$ cat src/logic/pmsb_pkg.sv
// Purpose: shared constants for the power-management register bank
// Assumes: 8-bit register bus of the embedded core, byte offsets fixed by the core map
// Notes: the scratch and identity-free bank has no type beyond the unlock states
package pmsb_pkg;

  // register offsets on the core register bus
  localparam logic [7:0] PMSB_OFS_KEY = 8'hC1;
  localparam logic [7:0] PMSB_OFS_POWER_CONTROL = 8'hC5;
  localparam logic [7:0] PMSB_OFS_IRQ_ENABLE = 8'hEC;
  localparam logic [7:0] PMSB_OFS_EVENT_FLAGS = 8'hF8;
  localparam logic [7:0] PMSB_OFS_SCRATCH_A = 8'hFB;
  localparam logic [7:0] PMSB_OFS_SCRATCH_B = 8'hFC;
  localparam logic [7:0] PMSB_OFS_SCRATCH_C = 8'hFD;
  localparam logic [7:0] PMSB_OFS_SCRATCH_D = 8'hFE;

  // unlock value that must precede every power control write
  localparam logic [7:0] PMSB_KEY_UNLOCK = 8'hA7;

  // interrupt enable and event flag bit positions (shared layout)
  localparam int PMSB_BIT_SUPPLY_RESTORED = 7;
  localparam int PMSB_BIT_IRQ_SUMMARY = 6;
  localparam int PMSB_BIT_VOLTAGE_DIP = 5;
  localparam int PMSB_BIT_RESERVED_4 = 4;
  localparam int PMSB_BIT_DC_INPUT_CONV = 3;
  localparam int PMSB_BIT_BATTERY_MONITOR = 2;
  localparam int PMSB_BIT_SWITCHOVER = 1;
  localparam int PMSB_BIT_DC_INPUT_LOW = 0;

  // bits of the enable register that hold state; bit 6 reads zero
  localparam logic [7:0] PMSB_IRQ_ENABLE_MASK = 8'hBF;
  // event bits that hardware can set
  localparam logic [7:0] PMSB_EVENT_MASK = 8'hAF;
  localparam logic [7:0] PMSB_IRQ_ENABLE_RESET = 8'h00;
  localparam logic [7:0] PMSB_EVENT_FLAGS_RESET = 8'h00;

  // power control fields
  localparam int PMSB_BIT_PC_RESERVED_7 = 7;
  localparam int PMSB_BIT_METERING_POWER_DOWN = 6;
  localparam int PMSB_BIT_PC_RESERVED_5 = 5;
  localparam int PMSB_BIT_PROCESSOR_SHUTDOWN = 4;
  localparam int PMSB_CD_LSB = 0;
  localparam int PMSB_CD_WIDTH = 3;
  localparam logic [2:0] PMSB_CD_RESET = 3'h2;
  localparam logic PMSB_PC_RESERVED_7_RESET = 1'b1;

  localparam logic [7:0] PMSB_SCRATCH_RESET = 8'h00;
  localparam logic [7:0] PMSB_UNMAPPED_READ = 8'h00;

  // source frequency of the core clock divider, in kHz
  localparam int PMSB_CORE_SRC_KHZ = 4096;

  typedef enum logic [1:0] {
    PMSB_LOCKED = 2'b01,
    PMSB_UNLOCKED = 2'b10
  } pmsb_key_state_t;

endpackage : pmsb_pkg

$ cat src/logic/pmsb_retained_reg.sv
// Purpose: one 8-bit scratch register that survives every power-saving mode
// Assumes: clear comes from the loss of both supplies, already synchronised
// Notes: the ordinary system reset is deliberately not connected here
`timescale 1ns/10ps
module pmsb_retained_reg
  import pmsb_pkg::*;
#(
  parameter int WIDTH = 8
) (
  // clock and retention clear
  input wire logic clk,
  input wire logic clear,
  // write port
  input wire logic wr_en,
  input wire logic [WIDTH-1:0] wr_data,
  // stored value
  output logic [WIDTH-1:0] value
);

  logic [WIDTH-1:0] value_r;

  always_ff @(posedge clk) begin
    if (clear) begin
      value_r <= WIDTH'(PMSB_SCRATCH_RESET);
    end else if (wr_en) begin
      value_r <= wr_data;
    end
  end

  assign value = value_r;

endmodule : pmsb_retained_reg

$ cat src/logic/pmsb_core_clk_div.sv
// Purpose: core clock enable, source tick divided by two to the power of sel
// Assumes: src_tick is a one-cycle enable at the divider source rate
// Notes: a new setting is only taken at the end of a whole divided period
`timescale 1ns/10ps
module pmsb_core_clk_div
  import pmsb_pkg::*;
#(
  parameter int SEL_WIDTH = 3
) (
  // clock and reset
  input wire logic clk,
  input wire logic rst,
  // source rate and requested divider
  input wire logic src_tick,
  input wire logic [SEL_WIDTH-1:0] div_sel,
  // divided enable and divider in force
  output logic core_tick,
  output logic [SEL_WIDTH-1:0] sel_applied
);

  localparam int CNT_W = (1 << SEL_WIDTH) - 1;

  logic [CNT_W-1:0] cnt_r;
  logic [CNT_W-1:0] cnt_nxt;
  logic [SEL_WIDTH-1:0] sel_r;
  logic tick_r;
  logic [CNT_W-1:0] last_count;
  logic period_end;

  // terminal count for the divider now in force
  assign last_count = CNT_W'((CNT_W'(1) << sel_r) - CNT_W'(1));
  assign period_end = src_tick && (cnt_r == last_count);
  assign cnt_nxt = period_end ? '0 : CNT_W'(cnt_r + CNT_W'(1));

  always_ff @(posedge clk) begin
    if (rst) begin
      cnt_r <= '0;
      sel_r <= SEL_WIDTH'(PMSB_CD_RESET);
      tick_r <= 1'b0;
    end else begin
      tick_r <= period_end;
      if (src_tick) begin
        cnt_r <= cnt_nxt;
      end
      // switching only at a period boundary keeps every pulse whole
      if (period_end) begin
        sel_r <= div_sel;
      end
    end
  end

  assign core_tick = tick_r;
  assign sel_applied = sel_r;

endmodule : pmsb_core_clk_div

$ cat src/logic/pmsb_bank.sv
// Purpose: power-management register bank on the core register bus
// Assumes: bus strobes and data are on CLK_SYS; monitor events and supply-loss come from pins
// Notes: scratch registers ignore RESET and clear only on loss of both supplies
//
// Notes on behaviour
// - supply-restored flag with enable bit 7 requests the shared interrupt.
// - voltage-dip flag with enable bit 5 requests the shared interrupt.
// - dc-input converter flag with enable bit 3 requests the interrupt.
// - battery monitor flag with enable bit 2 requests the interrupt.
// - switchover flag with enable bit 1 requests the interrupt.
// - dc-input low flag with enable bit 0 requests the interrupt.
// - four 8-bit scratch registers are read/write and survive power-saving modes.
// - scratch registers clear only when both supplies are lost.
// - power control bit 6 switches off metering modulators and signal processing.
// - bit 4 in battery run mode shuts down core, entering sleep mode.
// - divider field gives 4.096 MHz over two to the field; resets to 010.
// - event flags set on their event regardless of enables.
// - flags stay latched until software writes zero to them.
// - one shared interrupt, gated by master enable from the core.
`timescale 1ns/10ps
module pmsb_bank
  import pmsb_pkg::*;
#(
  parameter int NUM_EVENTS = 8,
  parameter int CD_WIDTH = 3
) (
  // clock and reset
  input wire logic CLK_SYS,
  input wire logic RESET,
  // core register bus
  input wire logic [7:0] SFR_ADDR,
  input wire logic [7:0] SFR_WDATA,
  input wire logic SFR_WR,
  input wire logic SFR_RD,
  output logic [7:0] SFR_RDATA,
  // power-state context from the supply management
  input wire logic BATTERY_RUN_MODE,
  input wire logic SUPPLY_IRQ_MASTER_EN,
  input wire logic BOTH_SUPPLIES_LOST,
  // monitor events, one bit per flag position
  input wire logic [NUM_EVENTS-1:0] SUPPLY_EVENT_IN,
  // divider source rate
  input wire logic CORE_SRC_TICK,
  // controls and interrupt
  output logic METERING_POWER_DOWN,
  output logic PROCESSOR_SHUTDOWN,
  output logic CORE_CLK_EN,
  output logic [CD_WIDTH-1:0] CORE_CLOCK_DIVIDER,
  output logic SUPPLY_IRQ
);

  // register state
  logic [7:0] irq_enable_r;
  logic [7:0] irq_enable_nxt;
  logic [7:0] event_flags_r;
  logic [7:0] event_flags_nxt;
  logic metering_power_down_r;
  logic processor_shutdown_r;
  logic [CD_WIDTH-1:0] core_clock_divider_r;
  logic [7:0] rdata_r;
  logic [7:0] rdata_nxt;
  logic irq_r;
  logic shutdown_out_r;
  pmsb_key_state_t key_state_r;
  pmsb_key_state_t key_state_nxt;

  // pin synchronisers
  logic [NUM_EVENTS-1:0] evt_meta_r;
  logic [NUM_EVENTS-1:0] evt_sync_r;
  logic [NUM_EVENTS-1:0] evt_prev_r;
  logic lost_meta_r;
  logic lost_sync_r;

  // decode
  logic wr_key;
  logic wr_power_control;
  logic wr_irq_enable;
  logic wr_event_flags;
  logic pc_write_ok;
  logic [3:0] wr_scratch;
  logic [7:0] scratch_q [4];
  logic [7:0] power_control_view;
  logic [7:0] event_rise;
  logic [7:0] pending;
  logic irq_nxt;
  logic core_tick;
  logic [CD_WIDTH-1:0] cd_applied;
  logic shutdown_nxt;

  // unlock decode
  logic key_match;
  logic key_relock;

  // power control next values
  logic metering_power_down_nxt;
  logic processor_shutdown_nxt;
  logic [CD_WIDTH-1:0] core_clock_divider_nxt;
  logic shutdown_out_nxt;

  // one request term per source
  logic req_supply_restored;
  logic req_voltage_dip;
  logic req_dc_input_conv;
  logic req_battery_monitor;
  logic req_switchover;
  logic req_dc_input_low;
  logic pending_any;

  // read selects
  logic rd_sel_power_control;
  logic rd_sel_irq_enable;
  logic rd_sel_event_flags;
  logic rd_sel_scratch_a;
  logic rd_sel_scratch_b;
  logic rd_sel_scratch_c;
  logic rd_sel_scratch_d;
  logic [7:0] event_flags_view;

  // events and supply loss come from the analog side: two stages before use
  always_ff @(posedge CLK_SYS) begin
    evt_meta_r <= SUPPLY_EVENT_IN;
    evt_sync_r <= evt_meta_r;
    evt_prev_r <= evt_sync_r;
    lost_meta_r <= BOTH_SUPPLIES_LOST;
    lost_sync_r <= lost_meta_r;
  end

  // a level held by a monitor counts once, on its rising edge
  // the edge stage follows the synced level through reset too, so no false edge follows it
  assign event_rise = 8'(evt_sync_r & ~evt_prev_r) & PMSB_EVENT_MASK;

  // address decode
  assign wr_key = SFR_WR && (SFR_ADDR == PMSB_OFS_KEY);
  assign wr_power_control = SFR_WR && (SFR_ADDR == PMSB_OFS_POWER_CONTROL);
  assign wr_irq_enable = SFR_WR && (SFR_ADDR == PMSB_OFS_IRQ_ENABLE);
  assign wr_event_flags = SFR_WR && (SFR_ADDR == PMSB_OFS_EVENT_FLAGS);
  assign wr_scratch[0] = SFR_WR && (SFR_ADDR == PMSB_OFS_SCRATCH_A);
  assign wr_scratch[1] = SFR_WR && (SFR_ADDR == PMSB_OFS_SCRATCH_B);
  assign wr_scratch[2] = SFR_WR && (SFR_ADDR == PMSB_OFS_SCRATCH_C);
  assign wr_scratch[3] = SFR_WR && (SFR_ADDR == PMSB_OFS_SCRATCH_D);

  // unlock: key write arms, the next register write other than a repeated key consumes it
  assign key_match = wr_key && (SFR_WDATA == PMSB_KEY_UNLOCK);
  // a repeated key keeps the lock open; every other write closes it
  assign key_relock = SFR_WR && !key_match;
  assign pc_write_ok = wr_power_control && (key_state_r == PMSB_UNLOCKED);

  always_comb begin
    key_state_nxt = key_state_r;
    unique case (key_state_r)
      PMSB_LOCKED: begin
        // only the exact key value arms; other key writes are ignored
        if (key_match) begin
          key_state_nxt = PMSB_UNLOCKED;
        end
      end
      PMSB_UNLOCKED: begin
        // any other write, the intended one included, locks again
        if (key_relock) begin
          key_state_nxt = PMSB_LOCKED;
        end
      end
      default: key_state_nxt = PMSB_LOCKED;
    endcase
  end

  // enable register: bit 6 holds nothing, bit 4 is stored but drives nothing
  assign irq_enable_nxt = wr_irq_enable ? (SFR_WDATA & PMSB_IRQ_ENABLE_MASK) : irq_enable_r;

  // a read leaves the flags alone; only a written zero clears them
  // flags: writing zero clears, a same-cycle event wins over the clear
  assign event_flags_nxt = wr_event_flags ?
                           ((event_flags_r & SFR_WDATA) | event_rise) :
                           (event_flags_r | event_rise);

  // every enabled flag feeds the one shared request; bit 4 never takes part
  assign pending = event_flags_r & irq_enable_r & PMSB_EVENT_MASK;
  assign req_supply_restored = pending[PMSB_BIT_SUPPLY_RESTORED];
  assign req_voltage_dip = pending[PMSB_BIT_VOLTAGE_DIP];
  assign req_dc_input_conv = pending[PMSB_BIT_DC_INPUT_CONV];
  assign req_battery_monitor = pending[PMSB_BIT_BATTERY_MONITOR];
  assign req_switchover = pending[PMSB_BIT_SWITCHOVER];
  assign req_dc_input_low = pending[PMSB_BIT_DC_INPUT_LOW];
  // one shared vector, so the core must read the flags to tell sources apart
  assign pending_any = req_supply_restored || req_voltage_dip || req_dc_input_conv ||
                       req_battery_monitor || req_switchover || req_dc_input_low;
  assign irq_nxt = SUPPLY_IRQ_MASTER_EN && pending_any;

  // core shutdown only has effect from the battery run mode
  assign shutdown_nxt = processor_shutdown_r && BATTERY_RUN_MODE;
  // once asleep the core only returns through RESET, so the request holds
  assign shutdown_out_nxt = shutdown_out_r || shutdown_nxt;

  always_ff @(posedge CLK_SYS) begin
    if (RESET) begin
      key_state_r <= PMSB_LOCKED;
      irq_enable_r <= PMSB_IRQ_ENABLE_RESET;
      event_flags_r <= PMSB_EVENT_FLAGS_RESET;
      irq_r <= 1'b0;
    end else begin
      key_state_r <= key_state_nxt;
      irq_enable_r <= irq_enable_nxt;
      event_flags_r <= event_flags_nxt;
      irq_r <= irq_nxt;
    end
  end

  // power control register, written only through the unlock sequence
  assign metering_power_down_nxt = pc_write_ok ? SFR_WDATA[PMSB_BIT_METERING_POWER_DOWN] :
                                   metering_power_down_r;
  assign processor_shutdown_nxt = pc_write_ok ? SFR_WDATA[PMSB_BIT_PROCESSOR_SHUTDOWN] :
                                  processor_shutdown_r;
  assign core_clock_divider_nxt = pc_write_ok ? SFR_WDATA[PMSB_CD_LSB +: CD_WIDTH] :
                                  core_clock_divider_r;

  always_ff @(posedge CLK_SYS) begin
    if (RESET) begin
      metering_power_down_r <= 1'b0;
      processor_shutdown_r <= 1'b0;
      core_clock_divider_r <= CD_WIDTH'(PMSB_CD_RESET);
      shutdown_out_r <= 1'b0;
    end else begin
      metering_power_down_r <= metering_power_down_nxt;
      processor_shutdown_r <= processor_shutdown_nxt;
      core_clock_divider_r <= core_clock_divider_nxt;
      shutdown_out_r <= shutdown_out_nxt;
    end
  end

  // bit 7 reads its fixed one, bits 5 and 3 read zero whatever was written
  assign power_control_view = {PMSB_PC_RESERVED_7_RESET, metering_power_down_r, 1'b0,
                               processor_shutdown_r, 1'b0, core_clock_divider_r};

  // retained scratch registers, reset only by loss of both supplies
  // RESET is left off these on purpose: software state must outlive a wake-up
  genvar gi;
  generate
    for (gi = 0; gi < 4; gi++) begin : g_scratch
      pmsb_retained_reg #(
        .WIDTH(8)
      ) u_scratch (
        .clk(CLK_SYS),
        .clear(lost_sync_r),
        .wr_en(wr_scratch[gi]),
        .wr_data(SFR_WDATA),
        .value(scratch_q[gi])
      );
    end
  endgenerate

  // core clock enable from the 4.096 MHz source tick
  pmsb_core_clk_div #(
    .SEL_WIDTH(CD_WIDTH)
  ) u_clk_div (
    .clk(CLK_SYS),
    .rst(RESET),
    .src_tick(CORE_SRC_TICK),
    .div_sel(core_clock_divider_r),
    .core_tick(core_tick),
    .sel_applied(cd_applied)
  );

  // read selects and mux; the flag register shows the shared request in bit 6
  assign rd_sel_power_control = (SFR_ADDR == PMSB_OFS_POWER_CONTROL);
  assign rd_sel_irq_enable = (SFR_ADDR == PMSB_OFS_IRQ_ENABLE);
  assign rd_sel_event_flags = (SFR_ADDR == PMSB_OFS_EVENT_FLAGS);
  assign rd_sel_scratch_a = (SFR_ADDR == PMSB_OFS_SCRATCH_A);
  assign rd_sel_scratch_b = (SFR_ADDR == PMSB_OFS_SCRATCH_B);
  assign rd_sel_scratch_c = (SFR_ADDR == PMSB_OFS_SCRATCH_C);
  assign rd_sel_scratch_d = (SFR_ADDR == PMSB_OFS_SCRATCH_D);
  // the summary bit is live and not gated by the master enable
  assign event_flags_view = (event_flags_r & PMSB_EVENT_MASK) |
                            (8'(pending_any) << PMSB_BIT_IRQ_SUMMARY);
  assign rdata_nxt = rd_sel_power_control ? power_control_view :
                     rd_sel_irq_enable ? irq_enable_r :
                     rd_sel_event_flags ? event_flags_view :
                     rd_sel_scratch_a ? scratch_q[0] :
                     rd_sel_scratch_b ? scratch_q[1] :
                     rd_sel_scratch_c ? scratch_q[2] :
                     rd_sel_scratch_d ? scratch_q[3] :
                     PMSB_UNMAPPED_READ;

  // read data is held between reads so the core may sample late
  always_ff @(posedge CLK_SYS) begin
    if (RESET) begin
      rdata_r <= PMSB_UNMAPPED_READ;
    end else if (SFR_RD) begin
      rdata_r <= rdata_nxt;
    end
  end

  // every output is a flop, here or inside the divider
  assign SFR_RDATA = rdata_r;
  assign METERING_POWER_DOWN = metering_power_down_r;
  assign PROCESSOR_SHUTDOWN = shutdown_out_r;
  assign CORE_CLK_EN = core_tick;
  assign CORE_CLOCK_DIVIDER = cd_applied;
  assign SUPPLY_IRQ = irq_r;

endmodule : pmsb_bank

$ cat config.mk
export PLATFORM = sky130hd
export DESIGN_NAME = pmsb_bank
export DESIGN_NICKNAME = d
export VERILOG_FILES = /design/src/logic/pmsb_pkg.sv /design/src/logic/pmsb_retained_reg.sv /design/src/logic/pmsb_core_clk_div.sv /design/src/logic/pmsb_bank.sv
export SDC_FILE = /design/constraint.sdc
export NUM_CORES = 1
export LEC_CHECK = 0
export ABC_AREA = 1
export BUFFER_PORTS_ARGS = -buffer_cell sky130_fd_sc_hd__buf_2
export CAP_MARGIN = 20
export CORE_MARGIN = 1.5
export CORE_UTILIZATION = 62
export CTS_CLUSTER_SIZE = 20
export DETAILED_ROUTE_END_ITERATION = 6
export HOLD_SLACK_MARGIN = 0.03
export PLACE_DENSITY = 0.85
export SYNTH_ARGS = -nofsm -noshare
export SYNTH_HDL_FRONTEND = slang
export SYNTH_SLANG_ARGS = --single-unit
$ cat constraint.sdc
create_clock -name CLK_SYS -period 2.7 [get_ports CLK_SYS]
set_clock_uncertainty 0.05 [all_clocks]
set_input_delay 0.405 -clock CLK_SYS [delete_from_list [all_inputs] [get_ports CLK_SYS]]
set_output_delay 0.405 -clock CLK_SYS [all_outputs]
set_load 0.02 [all_outputs]
==> key figures, run 1 <==
Status
  – Outcome: finished clean

Worst setup path
  – Crit path required time: 2900 ps
  – Worst path cell trace: buf_2 > nand2_1 > nor2_4 > nand3_1 > o21ai_0 > a21oi_1
  – Worst Setup Start Kind: primary input
  – CP Capture Type: flip-flop
  – Slowest CP cell: nand3_1
  – Slowest cell delay on critical path: 500 ps
  – CP Max Fanout: 17
  – Critical path type: in -> reg
  – Data arrival, critical path: 1920 ps

Cells and area
  – Most common cell after layout, fill and taps aside: nand2_1
  – Util after Layout: 71.8%
  – Area Overhead vs Synth: 10.8%
  – Multi-input logic area: 1660 µm²
  – Final non-filler cell total: 629
  – Layout cells sized above 1: 16.1%
  – Post-layout net count: 582
  – Flip-flop and latch area: 1860 µm²
  – Antenna diodes: 0
  – Fin area: 4280 µm²
  – Most frequent cells in the layout: 95 x nand2_1, 93 x dfxtp_1, 76 x a21oi_1
  – Fillers: 479

Placed design
  – Post-placement cell count: 613
  – RePlAce Congestion: 0.952
  – Area post-placement: 4090 µm²
  – I/O Buffers: 44
  – Pre-CTS WS: 574 ps
  – Post-DP HPWL: 6400 µm

GRT
  – Initial antenna violation count: 0
  – GRT Residual Overflow: 0
  – Gr usage total: 29.1%
  – Global-route wire length before repair: 14500 µm
  – Vias in the first global route: 3192
  – Largest net degree at the start of global routing: 27

Timing
  – Setup TNS: 0 ps
  – Unrepaired setup endpoints after global routing: no
  – WHS: 79.3 ps
  – Worst rel slew slack: 63.7%
  – Fmax: 581 MHz
  – PnR worst setup slack: 978 ps
  – Crit path time final: 1720 ps
  – Setup-failing EPs final: 0
  – Worst Tran Pin Value: 543 ps
  – Final Max Tran Viols: 0
  – Period utilization: 63.8%
  – Hold Vio Cnt, Final: 0

Floorplan
  – Die area: 6710 µm²
  – Die Width: 81.9 µm
  – Core ar.: 5960 µm²
  – Num ports: 47
  – Num rows: 28
  – Starting Density: 64.8%
  – Die Y: 81.9 µm

Detailed routing
  – DRC: 0
  – DRT Wirelength: 9130 µm
  – Final ANT Viol Nets: 0
  – Vias per std cell: 5.65
  – Drt initial violations: 290
  – First-pass DRT Iterations: 5
  – DR vias: 3554
  – Avg WL per Cell: 14.5 µm

Yosys
  – Net Count, Synth: 544
  – Syn Area/Cell: 7.55 µm²
  – Post-Synthesis Cells: 511
  – Seq/Total Area, Yosys: 48.2%
  – Synthesized flop and latch total: 93
  – Synthesis warning total: 0
  – Post-Syn Area: 3860 µm²
  – Synth cell types: 33

Clock tree
  – CTS clk-pin slew, worst paths: 100 ps
  – CTS tree: yes
  – Clk_lat worst skew: 370 ps
  – Post-CTS Hold Buffers: 0
  – Clock Path Buffers: 2
  – Post-cts resize count: 0
  – Clk root buf: clkbuf_8
  – H-tree depth: 3
  – Setup repair bufs after CTS: 0
  – Clock sinks: 93
  – Number of buffers created by CTS: 9

Worst hold path
  – HP Class: in -> reg

Power
  – Maximum vdd drop: 0.000436 V
  – Pleak: 1.73 nW
  – Total power per unit cell area: 574 nW/µm²
  – Total power: 2.45 mW

Job
  – Max Cap Viol: 0
-- power breakdown --
group,internal [mW],switching (mW),total [mW]
clock network,0.359,0.539,0.898
registers,1.40,0.0177,1.42
logic,0.0434,0.0975,0.141
-- critical path: cells and delay by family --
family / cells / cell delay, ps
buffers and inverters: 1 / 80
AO/OA/AOI/OAI: 2 / 420
AND/OR/NAND/NOR: 3 / 1010
-- state kept, by name, indices dropped and copies added, names as in the netlist --
register                   cells
METERING_POWER_DOWN            1
PROCESSOR_SHUTDOWN             1
SFR_RDATA                      8
SUPPLY_IRQ                     1
core_clock_divider_r           3
event_flags_r                  6
evt_meta_r                     6
evt_prev_r                     6
evt_sync_r                     6
g_scratch.u_scratch.value     32
irq_enable_r                   7
key_state_r                    2
lost_meta_r                    1
lost_sync_r                    1
processor_shutdown_r           1
u_clk_div.cnt_r                7
u_clk_div.core_tick            1
u_clk_div.sel_applied          3
-- synth_stat cells --
| master | number | area, µm² |
|---|---|---|
| nand2_4 | 1 | 11.3 |
| inv_2 | 8 | 30.0 |
| ha_1 | 1 | 12.5 |
| nand3_1 | 36 | 180 |
| clkinv_1 | 1 | 3.75 |
| a21oi_1 | 76 | 380 |
| o21ai_1 | 5 | 25.0 |
| o21bai_1 | 1 | 7.51 |
| nor3_4 | 2 | 32.5 |
| nand3b_1 | 1 | 7.51 |
| buf_6 | 1 | 11.3 |
| buf_2 | 6 | 30.0 |
| o21ai_0 | 46 | 230 |
| buf_4 | 2 | 15.0 |
| o22ai_1 | 1 | 6.26 |
| nand2_2 | 5 | 31.3 |
| dfxtp_1 | 93 | 1860 |
| xor2_1 | 4 | 35.0 |
| nor2_4 | 4 | 45.0 |
| nor3b_1 | 1 | 7.51 |
| nor4_1 | 1 | 6.26 |
| nor2_1 | 30 | 113 |
| nor3_1 | 9 | 45.0 |
| nor3_2 | 2 | 20.0 |
| or2_2 | 1 | 6.26 |
| o211a_1 | 1 | 10.0 |
| nand4_1 | 4 | 25.0 |
| nand2_1 | 95 | 357 |
| clkbuf_1 | 8 | 30.0 |
| xor2_2 | 1 | 16.3 |
| nor2_2 | 4 | 25.0 |
| nand4_4 | 1 | 21.3 |
| inv_1 | 59 | 221 |
-- logic make-up after synthesis --
logic type,share of synthesized area [%]
and+or+nand+nor,24.2
AOI/OAI and AO/OA,17.1
DFF,48.2
buffers and inverters,8.85
xor gates and xnor gates,1.33
adders and majority gates,0.324
-- metal layers --
layer	routed length, µm	up-vias	GRT usage, %	part of all wire, %
met5	0	-	0	0
li1	-	1741	-	-
met1	3840	1611	35.1	42
met4	397	0	17.5	4.3
met3	657	44	5.56	7.2
met2	4230	158	48.0	46
-- worst paths after layout --
path / startpoint / end / slack (ps) / cells after the start
setup / recovery: SFR_ADDR[6] / g_scratch[3].u_scratch.value[3] / 980 / 6
hold / removal: SUPPLY_EVENT_IN[3] / evt_meta_r[3] / 80 / 1
setup reg to reg: u_clk_div.sel_applied[2] / u_clk_div.sel_applied[1] / 1070 / 8
hold reg to reg: lost_meta_r / lost_sync_r / 290 / 0
-- cell type report --
| cell class | instances | share of cell area [%] |
|---|---|---|
| sequential | 93 | 43.5 |
| multi-input combinational | 333 | 38.7 |
| inverter | 68 | 5.97 |
| timing repair buffer | 44 | 5.15 |
| clock buffer | 9 | 2.90 |
| tap | 75 | 2.19 |
| clock inverter | 7 | 1.55 |
Power figures use the tool's default switching activity.
==> inputs of run 2 (changes only) <==
--- a/config.mk
+++ b/config.mk
@@ -5,15 +5,15 @@
 export SDC_FILE = /design/constraint.sdc
 export NUM_CORES = 1
 export LEC_CHECK = 0
-export ABC_AREA = 1
+export ABC_AREA = 0
 export BUFFER_PORTS_ARGS = -buffer_cell sky130_fd_sc_hd__buf_2
 export CAP_MARGIN = 20
 export CORE_MARGIN = 1.5
-export CORE_UTILIZATION = 62
+export CORE_UTILIZATION = 58
 export CTS_CLUSTER_SIZE = 20
 export DETAILED_ROUTE_END_ITERATION = 6
 export HOLD_SLACK_MARGIN = 0.03
-export PLACE_DENSITY = 0.85
+export PLACE_DENSITY = 0.8
 export SYNTH_ARGS = -nofsm -noshare
 export SYNTH_HDL_FRONTEND = slang
 export SYNTH_SLANG_ARGS = --single-unit
==> constraint.sdc (replaced) <==
create_clock -name CLK_SYS -period 1.6 [get_ports CLK_SYS]
set_clock_uncertainty 0.05 [all_clocks]
set_input_delay 0.24 -clock CLK_SYS [delete_from_list [all_inputs] [get_ports CLK_SYS]]
set_output_delay 0.24 -clock CLK_SYS [all_outputs]
set_load 0.02 [all_outputs]
==> key figures, run 2 <==
Floorplan
  – Die Y: 86.2 µm (+5.2%)
  – Num ports: 47 (unchanged)
  – Core ar.: 6760 µm² (+13%)
  – Num rows: 30 (+7.1%)
  – Starting Density: 59.4% (-5.5 points)
  – Die area: 7420 µm² (+11%)
  – Die Width: 86.2 µm (+5.2%)

Yosys
  – Synthesized flop and latch total: 93 (unchanged)
  – Synthesis warning total: 0 (unchanged)
  – Net Count, Synth: 460 (-15%)
  – Post-Syn Area: 4010 µm² (+3.9%)
  – Yosys top cell area share: 46.4% (-1.8 points)
  – Number of flops mapped to enable cells by yosys: 0 (unchanged)
  – Seq/Total Area, Yosys: 46.4% (-1.8 points)
  – Synth cell types: 59 (+79%)
  – Most frequent cells after synthesis: 93 x dfxtp_1, 54 x nor2_1, 44 x mux2i_1
  – Syn Area/Cell: 9.39 µm² (+24%)
  – Synth top area cells: dfxtp_1 46%, mux2i_1 11%, nor2_1 5.1%, a21oi_1 2.5%, nand3_1 2.2%
  – Post-Synthesis Cells: 427 (-16%)
  – Top-count cell post-synth: dfxtp_1
  – Cell taking the most area after synthesis: dfxtp_1
  – Main synth FF type: dfxtp_1
  – Async set or reset register ratio after synthesis: 0% (unchanged)

Worst setup path
  – Slowest CP cell: dfxtp_4
  – CP Capture Type: flip-flop
  – Critical path type: reg -> reg
  – Family with the most delay on the worst path: compound AO/OA/AOI/OAI gates
  – CP Max Fanout: 6 (-11)
  – Data arrival, critical path: 1850 ps (-70 ps)
  – Worst path cell trace: a2111oi_4 > o211ai_1 > nor3_2 > buf_4 > mux2i_1
  – WP buf/inv: 1 (unchanged)
  – Cells on worst reg2reg path: 5 (-3)
  – CP Depth: 5 (-1)
  – Slowest cell delay on critical path: 400 ps (-100 ps)
  – Worst Setup Start Kind: flip-flop
  – Crit path required time: 1850 ps (-1050 ps)

GRT
  – Grt met3 use: 6.64% (+1.1 points)
  – Gr usage total: 26.9% (-2.2 points)
  – GR peak layer: met2
  – Met1 Usage GRT: 32.0% (-3.1 points)
  – Largest net degree at the start of global routing: 33 (+22%)
  – GRT Residual Overflow: 0 (unchanged)
  – Met2 GRT Util: 45.0% (-2.9 points)
  – Global-route wire length before repair: 15400 µm (+6.1%)
  – Vias in the first global route: 3331 (+4.4%)
  – Initial antenna violation count: 0 (unchanged)

Clock tree
  – Number of buffers created by CTS: 9 (unchanged)
  – Clk root buf: clkbuf_8
  – Clock Path Buffers: 2 (unchanged)
  – H-tree depth: 3 (unchanged)
  – Clk_lat worst skew: 370 ps (about the same)
  – Clock sinks: 93 (unchanged)
  – CTS clk-pin slew, worst paths: 100 ps (about the same)
  – CTS tree: yes

Worst hold path
  – Worst hold stages: 3 (+2)
  – HP Class: in -> reg

Power
  – Total power: 4.25 mW (+73%)
  – Total power per unit cell area: 885 nW/µm² (+54%)
  – Pleak: 2.03 nW (+17%)
  – Maximum vdd drop: 0.000739 V (+70%)

Job
  – Max Cap Viol: 0 (unchanged)

Cells and area
  – Post-layout net count: 535 (-8.1%)
  – Antenna diodes: 0 (unchanged)
  – Flip-flop and latch area: 1880 µm² (+0.74%)
  – Layout cells sized above 1: 24.5% (+8.4 points)
  – Fillers: 550 (+15%)
  – Fin area: 4800 µm² (+12%)
  – Most frequent cells in the layout: 88 x dfxtp_1, 54 x nor2_1, 45 x buf_2
  – Util after Layout: 71.1% (-0.74 points)
  – Area Overhead vs Synth: 19.8%
  – Final non-filler cell total: 587 (-6.7%)
  – Number of flip-flops in the largest register: 32 (unchanged)
  – Most common cell after layout, fill and taps aside: dfxtp_1
  – Multi-input logic area: 2020 µm² (+22%)

Placed design
  – Post-placement cell count: 560 (-8.6%)
  – RePlAce Congestion: 0.912 (-4.2%)
  – I/O Buffers: 44 (unchanged)
  – Area post-placement: 4470 µm² (+9.3%)
  – Post-DP HPWL: 6850 µm (+7.0%)

Detailed routing
  – Avg WL per Cell: 16.7 µm (+15%)
  – Drt initial violations: 231 (-20%)
  – DRC: 0 (unchanged)
  – Vias per std cell: 5.98 (+5.9%)
  – Final ANT Viol Nets: 0 (unchanged)
  – DRT Wirelength: 9780 µm (+7.1%)
  – First-pass DRT Iterations: 5 (unchanged)
  – DR vias: 3513 (-1.2%)

Timing
  – Crit path time final: 1590 ps
  – Worst rel slew slack: 75.7% (+12 points)
  – Fmax: 627 MHz
  – Worst Tran Pin Value: 363 ps (-181 ps)
  – Period utilization: 99.6%
  – Unrepaired setup endpoints after global routing: yes
  – Setup-failing EPs final: 0 (unchanged)
  – Final Max Tran Viols: 0 (unchanged)
  – Setup TNS: 0 ps (unchanged)
  – Hold Vio Cnt, Final: 0 (unchanged)

Status
  – Outcome: finished clean
run 2: worst reg2reg max path, cell delays in order, from the launching register on:
cell and delay (ps):
dfxtp_4 400, a2111oi_4 340, o211ai_1 140, nor3_2 220
buf_4 200, mux2i_1 180
run 2: routing by layer:
metal / part of all wire (%) / up-vias
met5: 0 / -
met2: 48 / 113
met3: 5.2 / 32
li1: - / 1673
met4: 3.7 / 0
met1: 43 / 1695
run 2: worst paths after layout:
check        slack (ps)                        to                     start
max                   6  u_clk_div.sel_applied[0]  u_clk_div.sel_applied[1]
min                  40        PROCESSOR_SHUTDOWN          BATTERY_RUN_MODE
max reg2reg           6  u_clk_div.sel_applied[0]  u_clk_div.sel_applied[1]
min reg2reg         290             evt_sync_r[0]             evt_meta_r[0]
run 2: cell type report:
cell class                 instances  share of cell area, %
multi-input combinational        301                   42.0
sequential                        93                   39.0
timing repair buffer              92                   12.5
clock buffer                       9                   2.58
tap                               80                   2.08
clock inverter                     7                   1.41
inverter                           5                  0.391
run 2: per-stage QoR:
| stage | hold slack, ps | worst slack, ps |
|---|---|---|
| 2_1_floorplan | 218 | 4.67 |
| 3_3_place_gp | 260 | -102 |
| 3_5_place_dp | 262 | -98.2 |
| 4_1_cts | 48.9 | -3.19 |
| 5_1_grt | 57.9 | -69.5 |
| 6_report | 44.6 | 6.31 |
run 2: cell families (layout without fill, tap and decap cells):
logic type	count (synthesis)	count (layout)	synth area share (%)
AO/OA/AOI/OAI	88	88	15.2
XOR/XNOR	8	8	1.75
flip-flops	93	93	46.4
AND/OR/NAND/NOR	157	157	20.5
multiplexers	47	47	11.8
adder cells (fa/ha/maj)	1	1	0.312
buffers and inverters	33	113	4.02
run 2: repair_timing:
item	4_1_cts	5_1_grt
gates resized for setup	4	13
gates cloned	1	0
endpoints found under the hold margin	7	0
setup endpoints to repair	7	11
buffers inserted	0	3
pin swaps	0	2
hold buffers	7	0
run 2: power breakdown:
part | switching (mW) | internal, mW | total [mW] | leakage (nW)
Combinational | 0.196 | 0.148 | 0.344 | 1.18
Sequential | 0.0245 | 2.36 | 2.38 | 0.761
Clock | 0.918 | 0.608 | 1.53 | 0.0958
